### src/inc/ppm_pkg.sv
// ppm_pkg: constants shared by the port override mux and its alternate-function end
// assumes an 8-pin port; used by both ends and by the testbench
package ppm_pkg;
  localparam int PPM_PINS       = 8;
  localparam int PPM_ADDR_W     = 2;
  // register indices of the port, one 8-bit register each
  localparam logic [1:0] PPM_REG_DIR = 2'h0;  // direction bits
  localparam logic [1:0] PPM_REG_OUT = 2'h1;  // output bits
  localparam logic [1:0] PPM_REG_IN  = 2'h2;  // read: input samples, write 1: toggle
  localparam logic [1:0] PPM_REG_CFG = 2'h3;  // bit 0 global pull-up disable
  localparam int PPM_CFG_PUD_BIT = 0;
  localparam logic [7:0] PPM_RST_BYTE = 8'h00;
  // port B bit assignment
  localparam int PPM_BIT_T0A  = 7;
  localparam int PPM_BIT_T1B  = 6;
  localparam int PPM_BIT_T1A  = 5;
  localparam int PPM_BIT_T2A  = 4;
  localparam int PPM_BIT_MISO = 3;
  localparam int PPM_BIT_MOSI = 2;
  localparam int PPM_BIT_SCK  = 1;
  localparam int PPM_BIT_SS   = 0;
endpackage

### src/inc/ppm_if.sv
// ppm_if: per-pin override bundle between the port logic and the alternate functions
// assumes both ends share clk_i; all signals are per pin except global_pullup_disable
`timescale 1ns/1ns
interface ppm_if #(parameter int PINS = 8);
  logic [PINS-1:0] pullup_override_en;
  logic [PINS-1:0] pullup_override_val;
  logic [PINS-1:0] dir_override_en;
  logic [PINS-1:0] dir_override_val;
  logic [PINS-1:0] outval_override_en;
  logic [PINS-1:0] outval_override_val;
  logic [PINS-1:0] out_toggle_override_en;
  logic [PINS-1:0] input_enable_override_en;
  logic [PINS-1:0] input_enable_override_val;
  logic [PINS-1:0] raw_digital_input;
  logic [PINS-1:0] output_bit;
  logic            global_pullup_disable;
  modport port (
    input  pullup_override_en, pullup_override_val, dir_override_en, dir_override_val,
           outval_override_en, outval_override_val, out_toggle_override_en,
           input_enable_override_en, input_enable_override_val,
    output raw_digital_input, output_bit, global_pullup_disable
  );
  modport alt (
    output pullup_override_en, pullup_override_val, dir_override_en, dir_override_val,
           outval_override_en, outval_override_val, out_toggle_override_en,
           input_enable_override_en, input_enable_override_val,
    input  raw_digital_input, output_bit, global_pullup_disable
  );
endinterface

### src/ppm_port.sv
// ppm_port: one 8-pin port with software registers and alternate-function overrides
// assumes pad inputs are asynchronous; override signals come from logic on clk_i
// How it works
// - override picks pull-up, else dir/out/pud 010
// - pull-up override value wins over all bits
// - direction override picks driver enable source
// - direction override value ignores software direction
// - driven level from override or output bit
// - value override ignores software output bit
// - toggle override inverts stored output bit
// - input enable from override or sleep state
// - input enable override ignores sleep state
// - raw input tapped before synchroniser
// - alternate functions synchronise raw input themselves
// - alternate functions generate override enables, values
// - strobes per port, clamp/pud shared, rest per pin
// - reset clears pull-ups
// - bit 7 carries timer0 compare A
// - bit 7 alternatively carries timer1 compare C
// - bit 7 raw input feeds pin change 7
// - bits 6..4 timer compares, pin change
// - bits 3..0 spi, programming data, pin change
// - global disable kills non-overridden pull-ups
// - writing 1 to input bit toggles output
`timescale 1ns/1ns
module ppm_port
  import ppm_pkg::*;
#(
  parameter int PINS = PPM_PINS
) (
  input  wire logic                  clk_i,        // port clock
  input  wire logic                  nrst_i,       // async reset, active low
  input  wire logic [PPM_ADDR_W-1:0] addr_i,       // register index
  input  wire logic [7:0]            wdata_i,      // write data
  input  wire logic                  port_write_strobe_i, // write strobe, whole port
  input  wire logic                  port_read_strobe_i,  // read strobe, whole port
  output logic      [7:0]            rdata_o,      // read data, cycle after strobe
  input  wire logic                  sleep_clamp_i, // shared sleep clamp of all ports
  input  wire logic [PINS-1:0]       pad_i,        // pad level after schmitt trigger
  output logic      [PINS-1:0]       pad_o,        // pad drive value
  output logic      [PINS-1:0]       pad_oe_o,     // pad drive enable
  output logic      [PINS-1:0]       pad_pullup_o, // pull-up enable
  ppm_if.port                        ovr           // alternate-function overrides
);
  logic [PINS-1:0] direction_bit_q;
  logic [PINS-1:0] output_bit_q;
  logic [PINS-1:0] sync1_q;
  logic [PINS-1:0] input_sample_bit_q;
  logic            pud_q;
  logic [PINS-1:0] in_en;
  logic [PINS-1:0] gated_in;

  // hit: true when address a selects register idx
  function automatic logic hit(input logic [PPM_ADDR_W-1:0] a, input logic [PPM_ADDR_W-1:0] idx);
    return a == idx;
  endfunction

  always_ff @(posedge clk_i or negedge nrst_i) begin
    if (!nrst_i) begin
      direction_bit_q <= PINS'(PPM_RST_BYTE);
    end else if (port_write_strobe_i && hit(addr_i, PPM_REG_DIR)) begin
      direction_bit_q <= wdata_i[PINS-1:0];
    end
  end

  // output bits: write, toggle by input-register write, toggle override
  always_ff @(posedge clk_i or negedge nrst_i) begin
    if (!nrst_i) begin
      output_bit_q <= PINS'(PPM_RST_BYTE);
    end else begin
      if (port_write_strobe_i && hit(addr_i, PPM_REG_OUT)) begin
        output_bit_q <= wdata_i[PINS-1:0] ^ ovr.out_toggle_override_en;
      end else if (port_write_strobe_i && hit(addr_i, PPM_REG_IN)) begin
        output_bit_q <= output_bit_q ^ wdata_i[PINS-1:0] ^ ovr.out_toggle_override_en;
      end else begin
        output_bit_q <= output_bit_q ^ ovr.out_toggle_override_en;
      end
    end
  end

  always_ff @(posedge clk_i or negedge nrst_i) begin
    if (!nrst_i) begin
      pud_q <= 1'b0;
    end else if (port_write_strobe_i && hit(addr_i, PPM_REG_CFG)) begin
      pud_q <= wdata_i[PPM_CFG_PUD_BIT];
    end
  end

  // input path: enable, then two-stage synchroniser into the sample bits
  always_comb begin
    for (int i = 0; i < PINS; i++) begin
      in_en[i] = ovr.input_enable_override_en[i] ? ovr.input_enable_override_val[i]
                                                 : !sleep_clamp_i;
    end
  end
  assign gated_in = pad_i & in_en;
  assign ovr.raw_digital_input = gated_in;
  assign ovr.output_bit = output_bit_q;
  assign ovr.global_pullup_disable = pud_q;

  always_ff @(posedge clk_i or negedge nrst_i) begin
    if (!nrst_i) begin
      sync1_q            <= PINS'(PPM_RST_BYTE);
      input_sample_bit_q <= PINS'(PPM_RST_BYTE);
    end else begin
      sync1_q            <= gated_in;
      input_sample_bit_q <= sync1_q;
    end
  end

  always_ff @(posedge clk_i or negedge nrst_i) begin
    if (!nrst_i) begin
      rdata_o <= PPM_RST_BYTE;
    end else if (port_read_strobe_i) begin
      if (hit(addr_i, PPM_REG_DIR)) begin
        rdata_o <= 8'(direction_bit_q);
      end else if (hit(addr_i, PPM_REG_OUT)) begin
        rdata_o <= 8'(output_bit_q);
      end else if (hit(addr_i, PPM_REG_IN)) begin
        rdata_o <= 8'(input_sample_bit_q);
      end else begin
        rdata_o <= {7'h00, pud_q};
      end
    end
  end

  // pad controls, registered per pin
  generate
    for (genvar g = 0; g < PINS; g++) begin : g_pin
      always_ff @(posedge clk_i or negedge nrst_i) begin
        if (!nrst_i) begin
          pad_oe_o[g]     <= 1'b0;
          pad_o[g]        <= 1'b0;
          pad_pullup_o[g] <= 1'b0;
        end else begin
          pad_oe_o[g] <= ovr.dir_override_en[g] ? ovr.dir_override_val[g]
                                                : direction_bit_q[g];
          // drive value is gated to zero while undriven
          pad_o[g] <= (ovr.dir_override_en[g] ? ovr.dir_override_val[g] : direction_bit_q[g])
                      & (ovr.outval_override_en[g] ? ovr.outval_override_val[g]
                                                   : output_bit_q[g]);
          pad_pullup_o[g] <= ovr.pullup_override_en[g] ? ovr.pullup_override_val[g]
                             : (!direction_bit_q[g] && output_bit_q[g] && !pud_q);
        end
      end
    end
  endgenerate
endmodule

### src/flat_wrapper.sv
// flat-port wrapper written by rule: the top's interface ports become plain ports
module ppm_port_flat import ppm_pkg::*;
#(
  parameter int PINS = PPM_PINS
)
  (clk_i, nrst_i, addr_i, wdata_i, port_write_strobe_i, port_read_strobe_i, rdata_o, sleep_clamp_i, pad_i, pad_o, pad_oe_o, pad_pullup_o, ovr_pullup_override_en, ovr_pullup_override_val, ovr_dir_override_en, ovr_dir_override_val, ovr_outval_override_en, ovr_outval_override_val, ovr_out_toggle_override_en, ovr_input_enable_override_en, ovr_input_enable_override_val, ovr_raw_digital_input, ovr_output_bit, ovr_global_pullup_disable);
  ppm_if #(.PINS(PINS)) ovr_i ();
  input  wire logic clk_i;
  input  wire logic nrst_i;
  input  wire logic [PPM_ADDR_W-1:0] addr_i;
  input  wire logic [7:0] wdata_i;
  input  wire logic port_write_strobe_i;
  input  wire logic port_read_strobe_i;
  output logic      [7:0] rdata_o;
  input  wire logic sleep_clamp_i;
  input  wire logic [PINS-1:0] pad_i;
  output logic      [PINS-1:0] pad_o;
  output logic      [PINS-1:0] pad_oe_o;
  output logic      [PINS-1:0] pad_pullup_o;
  input wire logic [$bits(ovr_i.pullup_override_en)-1:0] ovr_pullup_override_en;
  input wire logic [$bits(ovr_i.pullup_override_val)-1:0] ovr_pullup_override_val;
  input wire logic [$bits(ovr_i.dir_override_en)-1:0] ovr_dir_override_en;
  input wire logic [$bits(ovr_i.dir_override_val)-1:0] ovr_dir_override_val;
  input wire logic [$bits(ovr_i.outval_override_en)-1:0] ovr_outval_override_en;
  input wire logic [$bits(ovr_i.outval_override_val)-1:0] ovr_outval_override_val;
  input wire logic [$bits(ovr_i.out_toggle_override_en)-1:0] ovr_out_toggle_override_en;
  input wire logic [$bits(ovr_i.input_enable_override_en)-1:0] ovr_input_enable_override_en;
  input wire logic [$bits(ovr_i.input_enable_override_val)-1:0] ovr_input_enable_override_val;
  output wire logic [$bits(ovr_i.raw_digital_input)-1:0] ovr_raw_digital_input;
  output wire logic [$bits(ovr_i.output_bit)-1:0] ovr_output_bit;
  output wire logic [$bits(ovr_i.global_pullup_disable)-1:0] ovr_global_pullup_disable;
  assign ovr_i.pullup_override_en = ovr_pullup_override_en;
  assign ovr_i.pullup_override_val = ovr_pullup_override_val;
  assign ovr_i.dir_override_en = ovr_dir_override_en;
  assign ovr_i.dir_override_val = ovr_dir_override_val;
  assign ovr_i.outval_override_en = ovr_outval_override_en;
  assign ovr_i.outval_override_val = ovr_outval_override_val;
  assign ovr_i.out_toggle_override_en = ovr_out_toggle_override_en;
  assign ovr_i.input_enable_override_en = ovr_input_enable_override_en;
  assign ovr_i.input_enable_override_val = ovr_input_enable_override_val;
  assign ovr_raw_digital_input = ovr_i.raw_digital_input;
  assign ovr_output_bit = ovr_i.output_bit;
  assign ovr_global_pullup_disable = ovr_i.global_pullup_disable;
  ppm_port #(.PINS(PINS)) u_core (.clk_i(clk_i), .nrst_i(nrst_i), .addr_i(addr_i), .wdata_i(wdata_i), .port_write_strobe_i(port_write_strobe_i), .port_read_strobe_i(port_read_strobe_i), .rdata_o(rdata_o), .sleep_clamp_i(sleep_clamp_i), .pad_i(pad_i), .pad_o(pad_o), .pad_oe_o(pad_oe_o), .pad_pullup_o(pad_pullup_o), .ovr(ovr_i));
endmodule
### config.mk
export PLATFORM = sky130hd
export DESIGN_NAME = ppm_port_flat
export DESIGN_NICKNAME = d
export VERILOG_FILES = /design/src/inc/ppm_pkg.sv /design/src/inc/ppm_if.sv /design/src/ppm_port.sv /design/src/flat_wrapper.sv
export SDC_FILE = /design/constraint.sdc
export NUM_CORES = 1
export LEC_CHECK = 0
export BUFFER_PORTS_ARGS = -buffer_cell sky130_fd_sc_hd__buf_2
export CORE_MARGIN = 2
export CORE_UTILIZATION = 42
export CTS_CLUSTER_SIZE = 24
export DETAILED_ROUTE_END_ITERATION = 6
export GPL_ROUTABILITY_DRIVEN = 0
export HOLD_SLACK_MARGIN = 0.12
export PLACE_DENSITY_LB_ADDON = 0.1
export SYNTH_ARGS = -nofsm -noshare
export SYNTH_HDL_FRONTEND = slang
export SYNTH_SLANG_ARGS = --single-unit
### constraint.sdc
create_clock -name clk_i -period 1.4 [get_ports clk_i]
set_input_delay 0.28 -clock clk_i [delete_from_list [all_inputs] [get_ports clk_i]]
set_output_delay 0.28 -clock clk_i [all_outputs]
set_load 0.02 [all_outputs]
# After elaboration in Yosys (flattened, before gate mapping)
# Index checks and enable logic that the tools add are counted.
# totals
regBits	65
inputBits	95
wordCells	114
# classes
n_eq_ne	3
n_reduce_logical	31
bitwise	13
muxes	37
# op_table
operator	count
2-to-1 mux 8 bit	5
2-to-1 mux 1 bit	32
XOR 8 bit	4
logical AND 1 bit	20
logical NOT 1 bit	10
AND 1 bit	8
AND 8 bit	1
== test 2 bit (second input constant)	2
== test 2 x 1 -> 1 bit (second input constant)	1
logical NOT 2 bit	1

# Longest topological paths before layout
# Gate-level depths: netlist (run 1).
# depth
word_depth	4
depth_mapped	6
mapped_depth_nobuf	4

# Worst setup path after synthesis (run 1)
# OpenSTA, ideal clock, no wires.
# synth_path
kind	reg-to-reg
startpoint	register u_core.pud_q (netlist: u_core.ovr.global_pullup_disable)
endpoint	register u_core.rdata_o[0]
t_arrival_ns	1.305
path_slack_ns	-0.030
path_stages_with_launch	4
setup_time_ns	0.125
path_cell_list	dfrtp_1 -> buf_6 -> mux4_2 -> mux2_2
# synth_between
elab_chain_cells	3
# synth_rtl
element	line	rtl
start: declaration	ppm_port.sv:49	logic pud_q;
start signal: assignment	ppm_port.sv:85	pud_q <= wdata_i[PPM_CFG_PUD_BIT];
2-to-1 mux 8 bit	ppm_port.sv:119	end else if (hit(addr_i, PPM_REG_IN)) begin
2-to-1 mux 8 bit	ppm_port.sv:117	end else if (hit(addr_i, PPM_REG_OUT)) begin
2-to-1 mux 8 bit	ppm_port.sv:115	if (hit(addr_i, PPM_REG_DIR)) begin
end signal: assignment	ppm_port.sv:116	rdata_o <= 8'(direction_bit_q);
end signal: assignment	ppm_port.sv:118	rdata_o <= 8'(output_bit_q);
end signal: assignment	ppm_port.sv:120	rdata_o <= 8'(input_sample_bit_q);
end: declaration	ppm_port.sv:37	output logic [7:0] rdata_o,
# Every way passes these cells.
# A chain may end at the register's enable or synchronous reset.

# Worst setup path in the final report (run 1)
# layout_path
startpoint	register u_core.pud_q (netlist: u_core.ovr.global_pullup_disable)
endpoint	output ovr_global_pullup_disable
# layout_lines
element	line	rtl
end: declaration	flat_wrapper.sv:31	output wire logic [$bits(ovr_i.global_pullup_disable)-1:0] ovr_global_pullup_disable;
# No word-level cell between the ends.

==> results.json, run 1 <==
{
  "fin_tns_setup_ns": 0,
  "worstHoldPathType": "in -> reg",
  "asyncSetResetFlopFracSynth_pct": 100,
  "leakagePower_uw": 0.00207,
  "antenna-diode-count": 0,
  "cts_tree": "built",
  "cts_sinks": 65,
  "largest_net_degree_at_the_start_of_global_routing": 66,
  "clock_slew_at_reported_path_ffs_ns": 0.07,
  "regToRegStartpoint": "u_core.direction_bit_q[0]$_DFFE_PN0P_",
  "initial_core_util_pct": 43.7,
  "num_rows": 30,
  "synthTopCellsByArea": "sky130_fd_sc_hd__dfrtp_1, sky130_fd_sc_hd__mux2_2, sky130_fd_sc_hd__a21oi_1, sky130_fd_sc_hd__and2_1, sky130_fd_sc_hd__nand2_1",
  "power_per_cell_area_nw_per_um2": 1420,
  "detail-route-antenna-nets": 0,
  "timing.final.setup_violations": 0,
  "finalNetCount": 521,
  "via_count_of_the_first_global_routing_pass": 2254,
  "design.portCount": 144,
  "synth.yosys.warnings": 0,
  "ys.flop_type": "sky130_fd_sc_hd__dfrtp_1",
  "post_synth_edffs": 0,
  "wire_length_of_the_first_global_routing_pass_microns": 10400,
  "synth-seq-area-share_pct": 54.2,
  "post_synth_inst_count": 263,
  "hold_violations": 0,
  "critical_path.startpoint_type": "flip-flop",
  "routed-via-count": 2501,
  "r2r_cells": 2,
  "final.min_clock_period_ns": 1.33,
  "post_synth_num_cell_types": 36,
  "nFillCells": 636,
  "cts_made_buffers": 9,
  "critical_path.reg2reg.endpoint": "u_core.rdata_o[0]$_DFFE_PN0P_",
  "clock.fmax_mhz": 755,
  "syn_nets": 358,
  "finish.instance_area_sq_um": 4100,
  "ir_drop_v": 0.000664,
  "post-dp-hpwl_microns": 5090,
  "outcome": "completed",
  "areaGrowthSynthToFinish_pct": 36.6,
  "synth_common_cells": "sky130_fd_sc_hd__dfrtp_1, sky130_fd_sc_hd__mux2_2, sky130_fd_sc_hd__nand2_1",
  "worstPathMaxFanout": 10,
  "critPathCaptureType": "primary output",
  "post_drt_wl_per_cell_microns": 12.9,
  "worst-slew-pin-transition_ns": 0.344,
  "clockBufferDepth": 2,
  "synth_top_area_share_pct": 54.2,
  "path_class": "reg -> out",
  "die_area_sq_um": 7840,
  "hold-path-cell-count": 2,
  "drt_wl_total_microns": 6770,
  "htree_num_levels": 3,
  "drtPass1Iterations": 4,
  "arrival_ns": 1.05,
  "synthesis.area_per_instance_sq_um": 11.4,
  "yosysMostFrequentCell": "sky130_fd_sc_hd__dfrtp_1",
  "drc_errors_left": 0,
  "drive_gt1_share_pct": 50.5,
  "synthDominantAreaCellType": "sky130_fd_sc_hd__dfrtp_1",
  "root_buffer": "sky130_fd_sc_hd__clkbuf_8",
  "grt_antenna_before_repair": 0,
  "syn_area_sq_um": 3000,
  "chipHeight_microns": 88.5,
  "finalMaxSlewViolations": 0,
  "hold_start": "ovr_out_toggle_override_en[2]",
  "clock_skew_ns": 0.00455,
  "grt_overflow_total": 0,
  "rsz0062_at_grt": "no",
  "core_area_sq_um": 6870,
  "synth_seq_cells": 65,
  "io_buffers": 143,
  "clk-insertion-delay-late_ns": 0.32,
  "timing.final.crit_share_pct": 94.7,
  "globalRouteTotalUtil_pct": 17.6,
  "drt_iter0_drc": 114,
  "slew-limit-headroom_pct": 77.1,
  "drv_cap": 0,
  "rrSetupSlack_ns": 0.13,
  "min_delay_worst_endpoint": "u_core.ovr.output_bit[2]$_DFF_PN0_",
  "post_dp_cell_area_sq_um": 3880,
  "cp.required_ns": 1.12,
  "routed_via_density": 4.75,
  "die_width_microns": 88.5
}
sequential cells by signal, summed over array words and instances (netlist names):
name,cells
u_core.rdata_o,8
u_core.sync1_q,8
u_core.ovr.output_bit,8
u_core.input_sample_bit_q,8
u_core.ovr.global_pullup_disable,1
u_core.pad_pullup_o,8
u_core.direction_bit_q,8
u_core.pad_oe_o,8
u_core.pad_o,8
worst max-delay path by stage:
stage               slack (ns)                                          from                             to
floorplan               -0.007  u_core.ovr.global_pullup_disable$_DFFE_PN0P_  u_core.rdata_o[0]$_DFFE_PN0P_
CTS                       0.01  u_core.ovr.global_pullup_disable$_DFFE_PN0P_      ovr_global_pullup_disable
detailed placement       -0.03                                     addr_i[0]  u_core.rdata_o[4]$_DFFE_PN0P_
finish                    0.07  u_core.ovr.global_pullup_disable$_DFFE_PN0P_      ovr_global_pullup_disable
global route              0.03  u_core.ovr.global_pullup_disable$_DFFE_PN0P_      ovr_global_pullup_disable
global placement         0.003                                     addr_i[0]  u_core.rdata_o[4]$_DFFE_PN0P_
cell type report:
cell class	instances	area (sq um)	area share (%)
Clock buffer	11	131	3.20
Multi-Input combinational cell	186	1270	31.0
Clock inverter	4	45.0	1.10
Sequential cell	65	1630	39.7
Timing Repair Buffer	162	897	21.9
Tap cell	96	120	2.93
Inverter	2	7.51	0.183
stage by stage:
stage	instances	worst slack (ns)	total power, uW	hold WS, ns	utilization, %
5_1_grt	526	0.0295	6210	0.121	59.7
2_1_floorplan	263	-0.00653	3660	-0.0156	-
4_1_cts	526	0.0126	5920	0.120	59.7
6_report	526	0.0748	5830	0.137	59.7
3_5_place_dp	507	-0.0275	4430	0.326	56.5
3_3_place_gp	507	0.00268	4380	0.324	56.5
critical path, cell delays in order (launching register included):
cell and delay [ns]:
sky130_fd_sc_hd__dfrtp_2 0.41, sky130_fd_sc_hd__buf_6 0.15, sky130_fd_sc_hd__buf_2 0.16
routing by layer:
layer | GRT usage [%] | part of all wire (%) | vias to the layer above
met5 | 0 | 0 | -
met4 | 7.44 | 1.0 | 0
met3 | 4.38 | 6.9 | 5
met2 | 28.4 | 49 | 97
met1 | 22.6 | 43 | 1153
li1 | - | - | 1246
repair_timing:
action                                 CTS  global route
hold buffers                             4             0
endpoints found under the hold margin   68             0
gates resized for setup                  0             1
setup endpoints to repair                0             1
buffers inserted                         0             0
power breakdown:
group          switching [uW]  internal (uW)
sequential                287           2230
clock                     641            804
combinational            1040            829
total                    1960           3870
cells in the final DEF (no fill, tap or decap), drive strengths merged:
cell type      n
clkinv         3
a21oi         21
nor4b          1
xor2           8
nor3           7
clkbuf        11
nand3b         7
a31oi          8
and2          16
o22ai          1
dfrtp         65
buf          158
o21ai         16
mux2          25
o41ai          1
mux4           1
or2b           1
nand3          1
a211oi         1
nor2          22
bufinv         1
nand2         26
dlygate4sd3    4
mux2i          7
inv            2
and4           7
nor2b          1
or2            8
cell families after synthesis:
logic type | Yosys count | share of synthesized area, %
compound gates | 48 | 8.75
mux | 33 | 12.5
flops | 65 | 54.2
simple gates | 97 | 18.8
xor+xnor | 8 | 2.33
buf+inv | 12 | 3.42
Note: power is estimated with default switching activity, not from simulation.
==> run 2: changes to the inputs <==
- ABC_AREA: not set -> 1
- CORE_UTILIZATION: 42 -> 41
==> run 2 against run 1 <==
  * Worst setup slack improved by 0.072 ns
  * Non-clock buffer count decreased by 15
  * Global-route usage increased by 1.7 points
  * Via count increased by 11%
  * Maximum frequency increased by 5.7%
==> results.json, run 2 <==
{
  "outcome": "completed",
  "chipHeight_microns": 87.7,
  "wire_length_of_the_first_global_routing_pass_microns": 11200,
  "drv_cap": 0,
  "drc_errors_left": 0,
  "most-common-layout-cells": "sky130_fd_sc_hd__buf_2, sky130_fd_sc_hd__nand2_1, sky130_fd_sc_hd__dfrtp_1, sky130_fd_sc_hd__inv_1, sky130_fd_sc_hd__o21ai_0",
  "final.min_clock_period_ns": 1.25,
  "drive_gt1_share_pct": 32.3,
  "critPathCaptureType": "primary output",
  "asyncSetResetFlopFracSynth_pct": 100,
  "die_width_microns": 87.7,
  "yosysMostFrequentCell": "sky130_fd_sc_hd__nand2_1",
  "share_seq_of_total_power_pct": 47.4,
  "rsz0062_at_grt": "no",
  "final-instance-count-excl-fill": 610,
  "post_cts.repair.setup_buffers": 0,
  "grt_antenna_before_repair": 0,
  "drtPass1Iterations": 4,
  "clock.fmax_mhz": 798,
  "initial_core_util_pct": 42.2,
  "cp_num_cells": 1,
  "drt_wl_total_microns": 7000,
  "design.portCount": 144,
  "globalRouteTotalUtil_pct": 19.3,
  "gr-usage-met1_pct": 22.9,
  "path_class": "reg -> out",
  "synth.yosys.warnings": 0,
  "clock_slew_at_reported_path_ffs_ns": 0.07,
  "pwr-share-comb_pct": 22.8,
  "routed_via_density": 4.55,
  "finalNetCount": 604,
  "hold_start": "ovr_input_enable_override_en[0]",
  "power_per_cell_area_nw_per_um2": 1200,
  "synth_seq_cells": 65,
  "timing.critical_path.slowest_cell_delay_ns": 0.44,
  "post_synth_inst_count": 355,
  "detail-route-antenna-nets": 0,
  "slew-limit-headroom_pct": 75.8,
  "synthesis.area_per_instance_sq_um": 8.08,
  "via_count_of_the_first_global_routing_pass": 2618,
  "clockBufferDepth": 2,
  "arrival_ns": 0.97,
  "worstHoldPathType": "in -> reg",
  "drt_iter0_drc": 80,
  "power.switching_uw": 1480,
  "gr-max-usage-layer": "met2",
  "regToRegStartpoint": "u_core.ovr.global_pullup_disable$_DFFE_PN0P_",
  "clk-insertion-delay-late_ns": 0.33,
  "timing.final.setup_violations": 0,
  "areaGrowthSynthToFinish_pct": 36.4,
  "grt_util_met2_pct": 33.1,
  "synthDominantAreaCellType": "sky130_fd_sc_hd__dfrtp_1",
  "internal_power_uw": 3220,
  "clock_skew_ns": 0.00243,
  "io_buffers": 143,
  "layout.core_utilization_pct": 57.6,
  "grtUsageMet3_pct": 6.22,
  "netSwitchingFraction_pct": 31.5,
  "timing.critical_path.slowest_stage_cell": "sky130_fd_sc_hd__dfrtp_1",
  "htree_num_levels": 3,
  "root_buffer": "sky130_fd_sc_hd__clkbuf_8",
  "num_rows": 30,
  "timing.final.crit_share_pct": 89.5,
  "r2r_cells": 3,
  "syn_area_sq_um": 2870,
  "worstPathBufferInverterCount": 1,
  "synth_top_area_share_pct": 56.7,
  "timing.critical_path.to": "ovr_output_bit[0]",
  "clockPowerShare_pct": 29.9,
  "core_area_sq_um": 6790,
  "cp-startpoint": "u_core.ovr.output_bit[0]$_DFF_PN0_",
  "cts_sinks": 65,
  "power_total_uw": 4700,
  "worstPathMaxFanout": 6,
  "antenna-diode-count": 0,
  "grt_overflow_total": 0,
  "crit_path_cell_trace": "buf_2",
  "ir_drop_v": 0.000646,
  "mostFrequentLayoutCell": "sky130_fd_sc_hd__buf_2",
  "cts_tree": "built",
  "cts_made_buffers": 9,
  "largest_net_degree_at_the_start_of_global_routing": 66,
  "synthTopCellsByArea": "sky130_fd_sc_hd__dfrtp_1, sky130_fd_sc_hd__nand2_1, sky130_fd_sc_hd__o21ai_0, sky130_fd_sc_hd__inv_1, sky130_fd_sc_hd__nand3_1",
  "syn_nets": 450,
  "post_synth_edffs": 0,
  "critical_path.startpoint_type": "flip-flop",
  "post_synth_num_cell_types": 17,
  "synth-seq-area-share_pct": 56.7,
  "cp.required_ns": 1.12,
  "leakagePower_uw": 0.00229,
  "rrSetupSlack_ns": 0.31,
  "post_drt_wl_per_cell_microns": 11.5,
  "synth_common_cells": "sky130_fd_sc_hd__nand2_1, sky130_fd_sc_hd__dfrtp_1, sky130_fd_sc_hd__inv_1",
  "hold_violations": 0,
  "routed-via-count": 2774,
  "worst-slew-pin-transition_ns": 0.362,
  "hold_ws_ns": 0.140,
  "post-dp-hpwl_microns": 5300,
  "dp.cells": 592,
  "fin_tns_setup_ns": 0,
  "die_area_sq_um": 7680,
  "critical_path.reg2reg.endpoint": "u_core.pad_pullup_o[6]$_DFF_PN0_",
  "finalMaxSlewViolations": 0,
  "ys.flop_type": "sky130_fd_sc_hd__dfrtp_1",
  "cpLargestDelayFamily": "flip-flops"
}
[run 2: cell types whose count changed after synthesis, moves of 11 or more]
cell / before / now
sky130_fd_sc_hd__nand2_1: 25 / 110
sky130_fd_sc_hd__inv_1: 1 / 60
sky130_fd_sc_hd__o21ai_0: 16 / 47
sky130_fd_sc_hd__mux2_2: 25 / 1
sky130_fd_sc_hd__nand3_1: 1 / 25
sky130_fd_sc_hd__and2_1: 16 / 0
sky130_fd_sc_hd__a21oi_1: 21 / 10
[run 2: power groups by stage]
stage	Clock (uW)	Combinational (uW)	Sequential, uW
after global placement	0	1060	2260
after detailed placement	0	1080	2260
after CTS	1450	1090	2230
final	1410	1070	2230
after global routing	1530	1210	2260
after floorplan	0	408	2440
[run 2: cell families (layout without fill, tap and decap cells)]
| kind of cell | after synthesis | in the layout | share of synthesized area (%) |
|---|---|---|---|
| AOI/OAI and AO/OA | 57 | 57 | 9.94 |
| and+or+nand+nor | 168 | 168 | 24.2 |
| muxes | 1 | 1 | 0.392 |
| buffers and inverters | 64 | 223 | 8.72 |
| DFF | 65 | 65 | 56.7 |
[run 2: timing repair]
action                                  CTS  global route
hold buffers                              2             0
gates resized for setup                   0             1
hold endpoints to repair                 66             0
endpoints found under the setup margin    0             4
[run 2: final cells by class]
class                      instances  area [sq um]
clock inverter                     3          15.0
tap                               96           120
timing repair buffer             147           776
fill                             652          2880
clock buffer                      13           159
multi-input combinational        226           992
sequential                        65          1630
inverter                          60           225
[run 2: metrics by stage]
step	setup WS [ns]	cell area, sq um
final	0.146	3910
after global routing	0.0768	3910
after CTS	0.0559	3910
after detailed placement	0.0456	3720
after global placement	0.0554	3720
after floorplan	0.275	2870
[run 2: routing by layer]
metal | wire, microns | vias up
li1 | - | 1414
met1 | 2860 | 1246
met2 | 3510 | 108
met3 | 558 | 6
met4 | 72 | 0
met5 | 0 | -
[run 2: how the worst min path moves through the flow]
stage / end / slack, ns / depth (start not counted)
CTS: u_core.sync1_q[0]$_DFF_PN0_ / 0.12 / 2
floorplan: u_core.direction_bit_q[0]$_DFFE_PN0P_ / -0.02 / 0
global route: u_core.sync1_q[3]$_DFF_PN0_ / 0.13 / 2
detailed placement: u_core.rdata_o[1]$_DFFE_PN0P_ / 0.32 / 2
global placement: u_core.rdata_o[6]$_DFFE_PN0P_ / 0.33 / 2
finish: u_core.sync1_q[0]$_DFF_PN0_ / 0.14 / 2
